**src/pkg/status_word_pkg.sv**
```systemverilog
// Constants and types for the drive status word logic
//
// What this block does
// [RL1] Ready to switch on follows control bit 10.
// [RL2] Ready for operation set by control bit 0 from ready to switch on.
// [RL3] Operation enabled set by control bit 3 from ready for operation.
// [RL4] Fault set by error at ready for operation or higher; cleared on bit 7 fall.
// [RL5] Bits 4, 5, 9, 11 set on detection or required; cleared at test start.
// [RL6] Switch-on inhibit set on bit 7 fall in fault; cleared on bit 0 fall.
// [RL7] Warning set on any error, cleared once all errors are gone.
// [RL8] While fault is active, warning clears only together with fault.
// [RL9] No drag error follows drag window during movement; cleared at test start.
// [RL10] Target reached set on arrival, cleared at start of a positioning run.
// [RL11] Target reached cleared below ready for operation, kept in fault or inhibit.
// [RL12] Acknowledge bit copies control bit 6 at movement start; cleared below ready.
// [RL13] New movement starts only when control bit 6 differs from acknowledge bit.
// [RL14] Standstill set when a run completes, cleared when a run begins.
// [RL15] Overcurrent sets bit 14, and fault except in switch-on inhibit; cleared on fault acknowledge.
// [RL16] Position limit bit set while position lies outside the range limits.
// [RL17] States ordered not ready, ready to switch on, ready, enabled.
`default_nettype none
package status_word_pkg;

  // Status word bit positions
  localparam int unsigned SB_RTSO  = 0;
  localparam int unsigned SB_RFO   = 1;
  localparam int unsigned SB_OPEN  = 2;
  localparam int unsigned SB_FAULT = 3;
  localparam int unsigned SB_COAST = 4;
  localparam int unsigned SB_QUICK = 5;
  localparam int unsigned SB_INHIB = 6;
  localparam int unsigned SB_WARN  = 7;
  localparam int unsigned SB_NODRG = 8;
  localparam int unsigned SB_CTREQ = 9;
  localparam int unsigned SB_TGTR  = 10;
  localparam int unsigned SB_REFS  = 11;
  localparam int unsigned SB_ACK   = 12;
  localparam int unsigned SB_STILL = 13;
  localparam int unsigned SB_OVCUR = 14;
  localparam int unsigned SB_LIMIT = 15;

  // Control word bit positions
  localparam int unsigned CB_ON    = 0;
  localparam int unsigned CB_ENOP  = 3;
  localparam int unsigned CB_RUN   = 6;
  localparam int unsigned CB_ACKF  = 7;
  localparam int unsigned CB_CTRL  = 10;

  // Reset value of the status word
  localparam logic [15:0] STATUS_RESET = 16'h0000;

  // Drive states, ordered so that magnitude comparisons work
  typedef enum logic [2:0] {
    ST_NOT_READY,
    ST_READY_SWON,
    ST_READY_OP,
    ST_OP_ENABLED,
    ST_FAULT,
    ST_INHIBIT
  } drive_state_e;

  // Events reported by the motion and supervision logic
  typedef struct packed {
    logic error_any;    // At least one error present (level)
    logic overcurrent;  // Motor current above maximum (level)
    logic presence_start;// Presence test begins (pulse)
    logic presence_found;// Drive detected or marked required (pulse)
    logic in_drag_win;  // Position difference inside drag window (level)
    logic moving;       // A movement is under way (level)
    logic arrived;      // Target position reached (pulse)
    logic run_done;     // Run completed (pulse)
    logic out_of_range; // Actual position outside limits (level)
  } motion_ev_s;

endpackage : status_word_pkg
`default_nettype wire

```
**src/rtl/edge_fall.sv**
```systemverilog
// Falling edge detector for control word bits
`timescale 1ns/1ps
`default_nettype none
module edge_fall #(
  parameter int unsigned W = 16  // Number of bits watched
) (
  input  wire logic         clk_sys, // System clock
  input  wire logic         resetn,  // Asynchronous reset, active low
  input  wire logic [W-1:0] din,     // Bits watched
  output logic      [W-1:0] fall     // One-cycle pulse on a falling edge
);
  logic [W-1:0] prev_q;

  // Previous value of every bit
  always_ff @(posedge clk_sys or negedge resetn) begin
    if (!resetn) begin
      prev_q <= '0;
    end else begin
      prev_q <= din;
    end
  end

  assign fall = prev_q & ~din;
endmodule : edge_fall
`default_nettype wire

```
**src/rtl/run_start.sv**
```systemverilog
// Run start decision from the toggle handshake
`timescale 1ns/1ps
`default_nettype none
module run_start (
  input  wire logic run_toggle,  // Control bit 6
  input  wire logic ack_bit,     // Current status bit 12
  input  wire logic ready,       // State at least ready for operation
  input  wire logic idle,        // No movement under way
  output logic      start        // One-cycle start request
);
  // [RL13] toggle start condition
  assign start = ready & idle & (run_toggle != ack_bit);
endmodule : run_start
`default_nettype wire

```
**src/rtl/drive_status_word_logic.sv**
```systemverilog
// Drive state machine and status word generation
`timescale 1ns/1ps
`default_nettype none
module drive_status_word_logic
  import status_word_pkg::*;
(
  input  wire logic                       clk_sys,      // 20 MHz system clock
  input  wire logic                       resetn,       // Asynchronous reset, active low
  input  wire logic [15:0]                control_word, // Control word from controller
  input  wire status_word_pkg::motion_ev_s ev,          // Motion and supervision events
  output logic                            run_start_p,  // Pulse: start a movement
  output logic [15:0]                     drive_status_word // Status word to controller
);
  import status_word_pkg::*;

  drive_state_e state_q;
  drive_state_e state_d;
  logic [15:0]  fall;
  logic         ack_fall;
  logic         on_fall;
  logic         fault_q;
  logic         warn_q;
  logic         inhibit_q;
  logic         ovcur_q;
  logic         present_q;
  logic         nodrag_q;
  logic         tgt_q;
  logic         ack_q;
  logic         still_q;
  logic         limit_q;
  logic         at_ready;
  logic         start_w;
  logic         moving_q;

  // Falling edges of all control bits
  edge_fall #(.W(16)) u_fall (
    .clk_sys (clk_sys),
    .resetn  (resetn),
    .din     (control_word),
    .fall    (fall)
  );

  assign ack_fall = fall[CB_ACKF];
  assign on_fall  = fall[CB_ON];

  // [RL17] ready or higher: ready for operation or operation enabled
  assign at_ready = (state_q == ST_READY_OP) || (state_q == ST_OP_ENABLED);

  // Start decision, only when no movement runs
  run_start u_start (
    .run_toggle (control_word[CB_RUN]),
    .ack_bit    (ack_q),
    .ready      (at_ready),
    .idle       (!moving_q),
    .start      (start_w)
  );

  assign run_start_p = start_w;

  // Next state of the drive profile machine
  always_comb begin
    state_d = state_q;
    case (state_q)
      ST_NOT_READY: begin
        // [RL1] enter ready to switch on
        if (control_word[CB_CTRL]) begin
          state_d = ST_READY_SWON;
        end
      end
      ST_READY_SWON: begin
        if (!control_word[CB_CTRL]) begin
          state_d = ST_NOT_READY;
        // [RL2] enter ready for operation
        end else if (control_word[CB_ON]) begin
          state_d = ST_READY_OP;
        end
      end
      ST_READY_OP: begin
        if (!control_word[CB_CTRL]) begin
          state_d = ST_NOT_READY;
        end else if (!control_word[CB_ON]) begin
          state_d = ST_READY_SWON;
        // [RL3] enter operation enabled
        end else if (control_word[CB_ENOP]) begin
          state_d = ST_OP_ENABLED;
        end
      end
      ST_OP_ENABLED: begin
        if (!control_word[CB_CTRL]) begin
          state_d = ST_NOT_READY;
        end else if (!control_word[CB_ON]) begin
          state_d = ST_READY_SWON;
        end else if (!control_word[CB_ENOP]) begin
          state_d = ST_READY_OP;
        end
      end
      ST_FAULT: begin
        // [RL6] acknowledge leads to inhibit
        if (ack_fall) begin
          state_d = ST_INHIBIT;
        end
      end
      ST_INHIBIT: begin
        if (on_fall) begin
          state_d = ST_NOT_READY;
        end
      end
      default: begin
        state_d = ST_NOT_READY;
      end
    endcase
    // [RL4] error at ready or higher enters fault
    if ((ev.error_any || ev.overcurrent) && at_ready) begin
      state_d = ST_FAULT;
    end
    // [RL15] overcurrent forces fault, except in switch-on inhibit
    if (ev.overcurrent && state_q != ST_FAULT && state_q != ST_INHIBIT) begin
      state_d = ST_FAULT;
    end
  end

  // State register
  always_ff @(posedge clk_sys or negedge resetn) begin
    if (!resetn) begin
      state_q <= ST_NOT_READY;
    end else begin
      state_q <= state_d;
    end
  end

  // Fault flag, set wins over acknowledge
  always_ff @(posedge clk_sys or negedge resetn) begin
    if (!resetn) begin
      fault_q <= 1'b0;
    end else if (state_d == ST_FAULT && state_q != ST_FAULT) begin
      // [RL4] fault set
      fault_q <= 1'b1;
    end else if (state_q == ST_FAULT && ack_fall) begin
      // [RL4] fault cleared on acknowledge
      fault_q <= 1'b0;
    end
  end

  // Warning flag follows errors, held while fault stands
  always_ff @(posedge clk_sys or negedge resetn) begin
    if (!resetn) begin
      warn_q <= 1'b0;
    end else if (ev.error_any || ev.overcurrent) begin
      // [RL7] warning set on any error
      warn_q <= 1'b1;
    // [RL8] hold while fault active
    end else if (!fault_q || (state_q == ST_FAULT && ack_fall)) begin
      // [RL7] cleared once errors are gone
      warn_q <= 1'b0;
    end
  end

  // Switch-on inhibit flag
  always_ff @(posedge clk_sys or negedge resetn) begin
    if (!resetn) begin
      inhibit_q <= 1'b0;
    end else if (state_q == ST_FAULT && ack_fall) begin
      // [RL6] inhibit set on acknowledge
      inhibit_q <= 1'b1;
    end else if (on_fall) begin
      // [RL6] inhibit cleared on bit 0 fall
      inhibit_q <= 1'b0;
    end
  end

  // Overcurrent flag, set wins over acknowledge
  always_ff @(posedge clk_sys or negedge resetn) begin
    if (!resetn) begin
      ovcur_q <= 1'b0;
    end else if (ev.overcurrent) begin
      // [RL15] overcurrent set
      ovcur_q <= 1'b1;
    end else if (state_q == ST_FAULT && ack_fall) begin
      // [RL15] cleared on acknowledge
      ovcur_q <= 1'b0;
    end
  end

  // Presence bits, detection wins over test start
  always_ff @(posedge clk_sys or negedge resetn) begin
    if (!resetn) begin
      present_q <= 1'b0;
    end else if (ev.presence_found) begin
      // [RL5] set on detection
      present_q <= 1'b1;
    end else if (ev.presence_start) begin
      // [RL5] cleared at test start
      present_q <= 1'b0;
    end
  end

  // No drag error flag
  always_ff @(posedge clk_sys or negedge resetn) begin
    if (!resetn) begin
      nodrag_q <= 1'b0;
    end else if (ev.moving && ev.in_drag_win) begin
      // [RL9] set inside drag window, wins over test start
      nodrag_q <= 1'b1;
    end else if (ev.presence_start || ev.moving) begin
      // [RL9] cleared at test start or outside the window
      nodrag_q <= 1'b0;
    end
  end

  // Movement in progress, from start to completion
  always_ff @(posedge clk_sys or negedge resetn) begin
    if (!resetn) begin
      moving_q <= 1'b0;
    end else if (start_w) begin
      moving_q <= 1'b1;
    end else if (ev.run_done || !at_ready) begin
      moving_q <= 1'b0;
    end
  end

  // Target reached flag
  always_ff @(posedge clk_sys or negedge resetn) begin
    if (!resetn) begin
      tgt_q <= 1'b0;
    end else if (ev.arrived) begin
      // [RL10] set on arrival, wins over clear
      tgt_q <= 1'b1;
    end else if (start_w) begin
      // [RL10] cleared at run start
      tgt_q <= 1'b0;
    // [RL11] cleared below ready, kept in fault and inhibit
    end else if (state_q == ST_NOT_READY || state_q == ST_READY_SWON) begin
      tgt_q <= 1'b0;
    end
  end

  // Target value acknowledge
  always_ff @(posedge clk_sys or negedge resetn) begin
    if (!resetn) begin
      ack_q <= 1'b0;
    end else if (!at_ready) begin
      // [RL12] cleared below ready
      ack_q <= 1'b0;
    end else if (start_w) begin
      // [RL12] copy control bit 6
      ack_q <= control_word[CB_RUN];
    end
  end

  // Standstill flag
  always_ff @(posedge clk_sys or negedge resetn) begin
    if (!resetn) begin
      still_q <= 1'b0;
    end else if (ev.run_done) begin
      // [RL14] set on completion, wins over clear
      still_q <= 1'b1;
    end else if (start_w) begin
      // [RL14] cleared at run start
      still_q <= 1'b0;
    end
  end

  // Position limit flag
  always_ff @(posedge clk_sys or negedge resetn) begin
    if (!resetn) begin
      limit_q <= 1'b0;
    end else begin
      // [RL16] follows range check
      limit_q <= ev.out_of_range;
    end
  end

  // Status word assembly
  always_comb begin
    drive_status_word           = STATUS_RESET;
    drive_status_word[SB_RTSO]  = state_q == ST_READY_SWON || at_ready;
    drive_status_word[SB_RFO]   = at_ready;
    drive_status_word[SB_OPEN]  = state_q == ST_OP_ENABLED;
    drive_status_word[SB_FAULT] = fault_q;
    drive_status_word[SB_COAST] = present_q;
    drive_status_word[SB_QUICK] = present_q;
    drive_status_word[SB_INHIB] = inhibit_q;
    drive_status_word[SB_WARN]  = warn_q;
    drive_status_word[SB_NODRG] = nodrag_q;
    drive_status_word[SB_CTREQ] = present_q;
    drive_status_word[SB_TGTR]  = tgt_q;
    drive_status_word[SB_REFS]  = present_q;
    drive_status_word[SB_ACK]   = ack_q;
    drive_status_word[SB_STILL] = still_q;
    drive_status_word[SB_OVCUR] = ovcur_q;
    drive_status_word[SB_LIMIT] = limit_q;
  end

  // [RL1] ready bit tracks control bit 10
  ready_bit_a: assert property (@(posedge clk_sys) disable iff (!resetn)
    (state_q == ST_NOT_READY && control_word[CB_CTRL] && !ev.error_any && !ev.overcurrent)
    |=> drive_status_word[SB_RTSO])
    else $error("ready to switch on not set");

  // [RL2] ready for operation entry
  ready_op_a: assert property (@(posedge clk_sys) disable iff (!resetn)
    (state_q == ST_READY_SWON && control_word[CB_CTRL] && control_word[CB_ON] && !ev.overcurrent)
    |=> drive_status_word[SB_RFO])
    else $error("ready for operation not set");

  // [RL3] operation enabled clears with bit 3
  op_enable_a: assert property (@(posedge clk_sys) disable iff (!resetn)
    (state_q == ST_OP_ENABLED && !control_word[CB_ENOP] && !ev.error_any && !ev.overcurrent)
    |=> !drive_status_word[SB_OPEN])
    else $error("operation enabled not cleared");

  // [RL4] fault entry from ready
  fault_set_a: assert property (@(posedge clk_sys) disable iff (!resetn)
    (at_ready && ev.error_any) |=> drive_status_word[SB_FAULT])
    else $error("fault not set on error");

  // [RL6] inhibit after acknowledge
  inhibit_set_a: assert property (@(posedge clk_sys) disable iff (!resetn)
    (state_q == ST_FAULT && ack_fall) |=> inhibit_q && !fault_q)
    else $error("inhibit not set on acknowledge");

  // [RL8] warning held during fault
  warn_hold_a: assert property (@(posedge clk_sys) disable iff (!resetn)
    fault_q |-> warn_q)
    else $error("warning dropped while fault active");

  // [RL12] acknowledge copies bit 6
  ack_copy_a: assert property (@(posedge clk_sys) disable iff (!resetn)
    start_w |=> (ack_q == $past(control_word[CB_RUN])) || !at_ready)
    else $error("acknowledge did not copy bit 6");

  // [RL13] start only on differing toggle
  run_toggle_a: assert property (@(posedge clk_sys) disable iff (!resetn)
    start_w |-> ((control_word[CB_RUN] != ack_q) && at_ready) ##1 !start_w)
    else $error("run started without toggle");

  // [RL15] overcurrent sets bit 14, state then fault or inhibit
  ovcur_set_a: assert property (@(posedge clk_sys) disable iff (!resetn)
    (ev.overcurrent && !(state_q == ST_INHIBIT && on_fall))
    |=> ovcur_q && (state_q == ST_FAULT || state_q == ST_INHIBIT))
    else $error("overcurrent not handled");

endmodule : drive_status_word_logic
`default_nettype wire

```
**config.mk**
```make
export PLATFORM = sky130hd
export DESIGN_NAME = drive_status_word_logic
export DESIGN_NICKNAME = d
export VERILOG_FILES = /design/src/pkg/status_word_pkg.sv /design/src/rtl/edge_fall.sv /design/src/rtl/run_start.sv /design/src/rtl/drive_status_word_logic.sv
export SDC_FILE = /design/constraint.sdc
export NUM_CORES = 1
export LEC_CHECK = 0
export ABC_AREA = 1
export BUFFER_PORTS_ARGS = -buffer_cell sky130_fd_sc_hd__buf_2
export CELL_PAD_IN_SITES_DETAIL_PLACEMENT = 2
export CELL_PAD_IN_SITES_GLOBAL_PLACEMENT = 2
export CORE_MARGIN = 2
export CORE_UTILIZATION = 23
export CTS_CLUSTER_SIZE = 40
export DETAILED_ROUTE_END_ITERATION = 6
export GPL_TIMING_DRIVEN = 0
export PLACE_DENSITY = 0.87
export SYNTH_ARGS = -nofsm -noshare
export SYNTH_HDL_FRONTEND = slang
export SYNTH_SLANG_ARGS = --single-unit
```
**constraint.sdc**
```tcl
create_clock -name clk_sys -period 1.2 [get_ports clk_sys]
set_input_delay 0.12 -clock clk_sys [delete_from_list [all_inputs] [get_ports clk_sys]]
set_output_delay 0.12 -clock clk_sys [all_outputs]
set_load 0.02 [all_outputs]
```
==> reports/results.tsv <==
metric	value	unit
outcome	complete, but fails checks	
failed_checks	negative setup slack	
worst-path-max-fanout	5	
max_freq	750	MHz
fin_nets	174	
wl	2740	um
hold_violations	0	
grt_max_degree	17	
postLayoutCoreUtil	38.5	%
synth-simple-area-share	25.5	%
die_area	0.00408	mm^2
io_pins	44	
grt-busiest-layer	met2	
synthesis.area	825	um^2
htreeDepth	1	
clock_latency	0.29	ns
antenna_found_initial	0	
synth_compound_area_share	6.37	%
ys_ff_latch	16	
via_per_inst	4.20	
peakVddDrop	0.000636	V
setup_ws	-0.134	ns
mostFrequentLayoutCell	buf_2	
hp-class	in -> reg	
synth_xor_area_share	0	%
worstPathArrival	1.21	ns
relSlewSlack	74.9	%
avgSynthCellArea	8.68	um^2
die_h	63.9	um
layout_common_cells	buf_2, buf_4, nand2_1, dfrtp_1, inv_1	
fin_total_pwr	2.19	mW
rsz0062_at_grt	yes	
critPathCaptureType	output port	
ys_seq_area_share	48.6	%
skew	0.00506	ns
met2_usage	27.1	%
cp_data_required_time	1.08	ns
dr.pass1.iters	2	
synthAdderAreaFrac	0	%
period_share	111	%
die_w	63.9	um
critical_path_class	reg -> out	
yosysWarnings	0	
wl_per_cell	14.3	um
route.detailed.drc	0	
cts.sinks	16	
grt_pass1_wl	4320	um
syn_nets	122	
clk_path_buf_depth	2	
met1_usage	14.6	%
synthMuxAreaShare	0	%
met3_usage	2.64	%
ys_types	16	
fin_cells	192	
syn_inst	95	
rows	21	
grt_remaining_overflow	0	
power.leakage	0.673	nW
setup_violations	9	
drtAntennaViolNets	0	
worstMarginPinSlew	0.376	ns
cap_violations	0	
dr.first_iter.drc_count	2	
cts_tree	built	
dp.cells	173	
pwr_density_cell	1670	mW/mm^2
hold_ws	0.0135	ns
drive_above_1_share	60.3	%
startpoint_type	register	
fillers	401	
synth_top_family_by_area	simple AND/OR/NAND/NOR gates	
clk_pin_slew_worst_paths	0.10	ns
initial_utilization	24.3	%
cts-root-buf	clkbuf_4	
core_area	0.00339	mm^2
areaGrowthSynthToFinish	58.3	%
place.gp.congestion	0.780	
cts_buffers	3	
track_usage	14.2	%
vias	807	
finalMaxSlewViolations	0	
antennaDiodeCount	0	
period_needed	1.33	ns
portBuffers	32	
dp_hpwl	1740	um
grt_pass1_vias	885	
==> Yosys cell counts, drive strengths merged <==
master | number | area, um^2
o21ai | 4 | 20.0
inv | 13 | 48.8
nor2 | 14 | 68.8
a22o | 1 | 8.76
nand4 | 1 | 21.3
buf | 15 | 113
a21oi | 1 | 8.76
nand3 | 4 | 20.0
a21o | 1 | 7.51
dfrtp | 16 | 400
nand2 | 22 | 85.1
nand3b | 2 | 15.0
o21bai | 1 | 7.51
==> final cells by class <==
cell class / instances / area [um^2] / share of cell area (%)
Buffer: 15 / 116 / 8.92
Clock buffer: 4 / 36.3 / 2.78
Inverter: 13 / 53.8 / 4.12
Multi-Input combinational cell: 51 / 327 / 25.0
Sequential cell: 16 / 403 / 30.9
Tap cell: 46 / 57.6 / 4.41
Timing Repair Buffer: 47 / 312 / 23.9
==> worst max-delay path: stages (launching register included) <==
cell	delay, ns
dfrtp_1	0.40
buf_6	0.14
nor2_8	0.11
nand4_4	0.09
inv_2	0.07
buf_6	0.11
==> stage by stage <==
step                      area [um^2]  setup slack, ns  TNS, ns
after global routing             1310           -0.207    -1.11
final                            1310           -0.134   -0.516
after floorplan                   825           0.0706        0
after CTS                        1240           -0.127   -0.475
after detailed placement         1040          -0.0544   -0.139
after global placement           1040           0.0294        0
==> per-layer routing <==
| metal | up-vias | wire [um] |
|---|---|---|
| met1 | 399 | 1050 |
| li1 | 381 | - |
| met2 | 23 | 1550 |
| met3 | 4 | 95 |
| met5 | - | 0 |
| met4 | 0 | 40 |
==> report_power, final <==
part           internal, mW  total (mW)  switching, mW
logic                 0.495        1.08          0.589
registers             0.642       0.738         0.0957
clock network         0.185       0.363          0.178
==> state kept, by name, summed over array words and instances, names as in the netlist <==
| register | flops |
|---|---|
| inhibit_q | 1 |
| u_fall.prev_q | 2 |
| present_q | 1 |
| ack_q | 1 |
| fault_q | 1 |
| ovcur_q | 1 |
| limit_q | 1 |
| still_q | 1 |
| tgt_q | 1 |
| nodrag_q | 1 |
| warn_q | 1 |
| state_q | 3 |
| moving_q | 1 |
==> cells by family after synthesis <==
logic type / Yosys count
and+or+nand+nor: 43
DFF: 16
buffers and inverters: 28
AOI/OAI and AO/OA: 8
==> final timing paths <==
path | to | slack [ns] | from | cells after the start
min | tgt_q$_DFFE_PN0P_ | 0.01 | ev[2] | 3
min reg2reg | still_q$_DFFE_PN0P_ | 0.50 | still_q$_DFFE_PN0P_ | 1
max in group asynchronous | state_q[1]$_DFF_PN0_ | 0.64 | resetn | 2
max reg2reg | fault_q$_DFFE_PN0P_ | -0.03 | state_q[1]$_DFF_PN0_ | 7
max | run_start_p | -0.13 | state_q[2]$_DFF_PN0_ | 5
min in group asynchronous | warn_q$_DFFE_PN0P_ | 0.27 | resetn | 2
==> timing repair <==
action	in CTS	in global routing
resized for setup	22	18
hold buffers	3	1
pin swaps	4	8
buffers inserted	10	1
setup endpoints to repair	7	11
hold endpoints to repair	18	1
(Power assumes the default switching activity.)
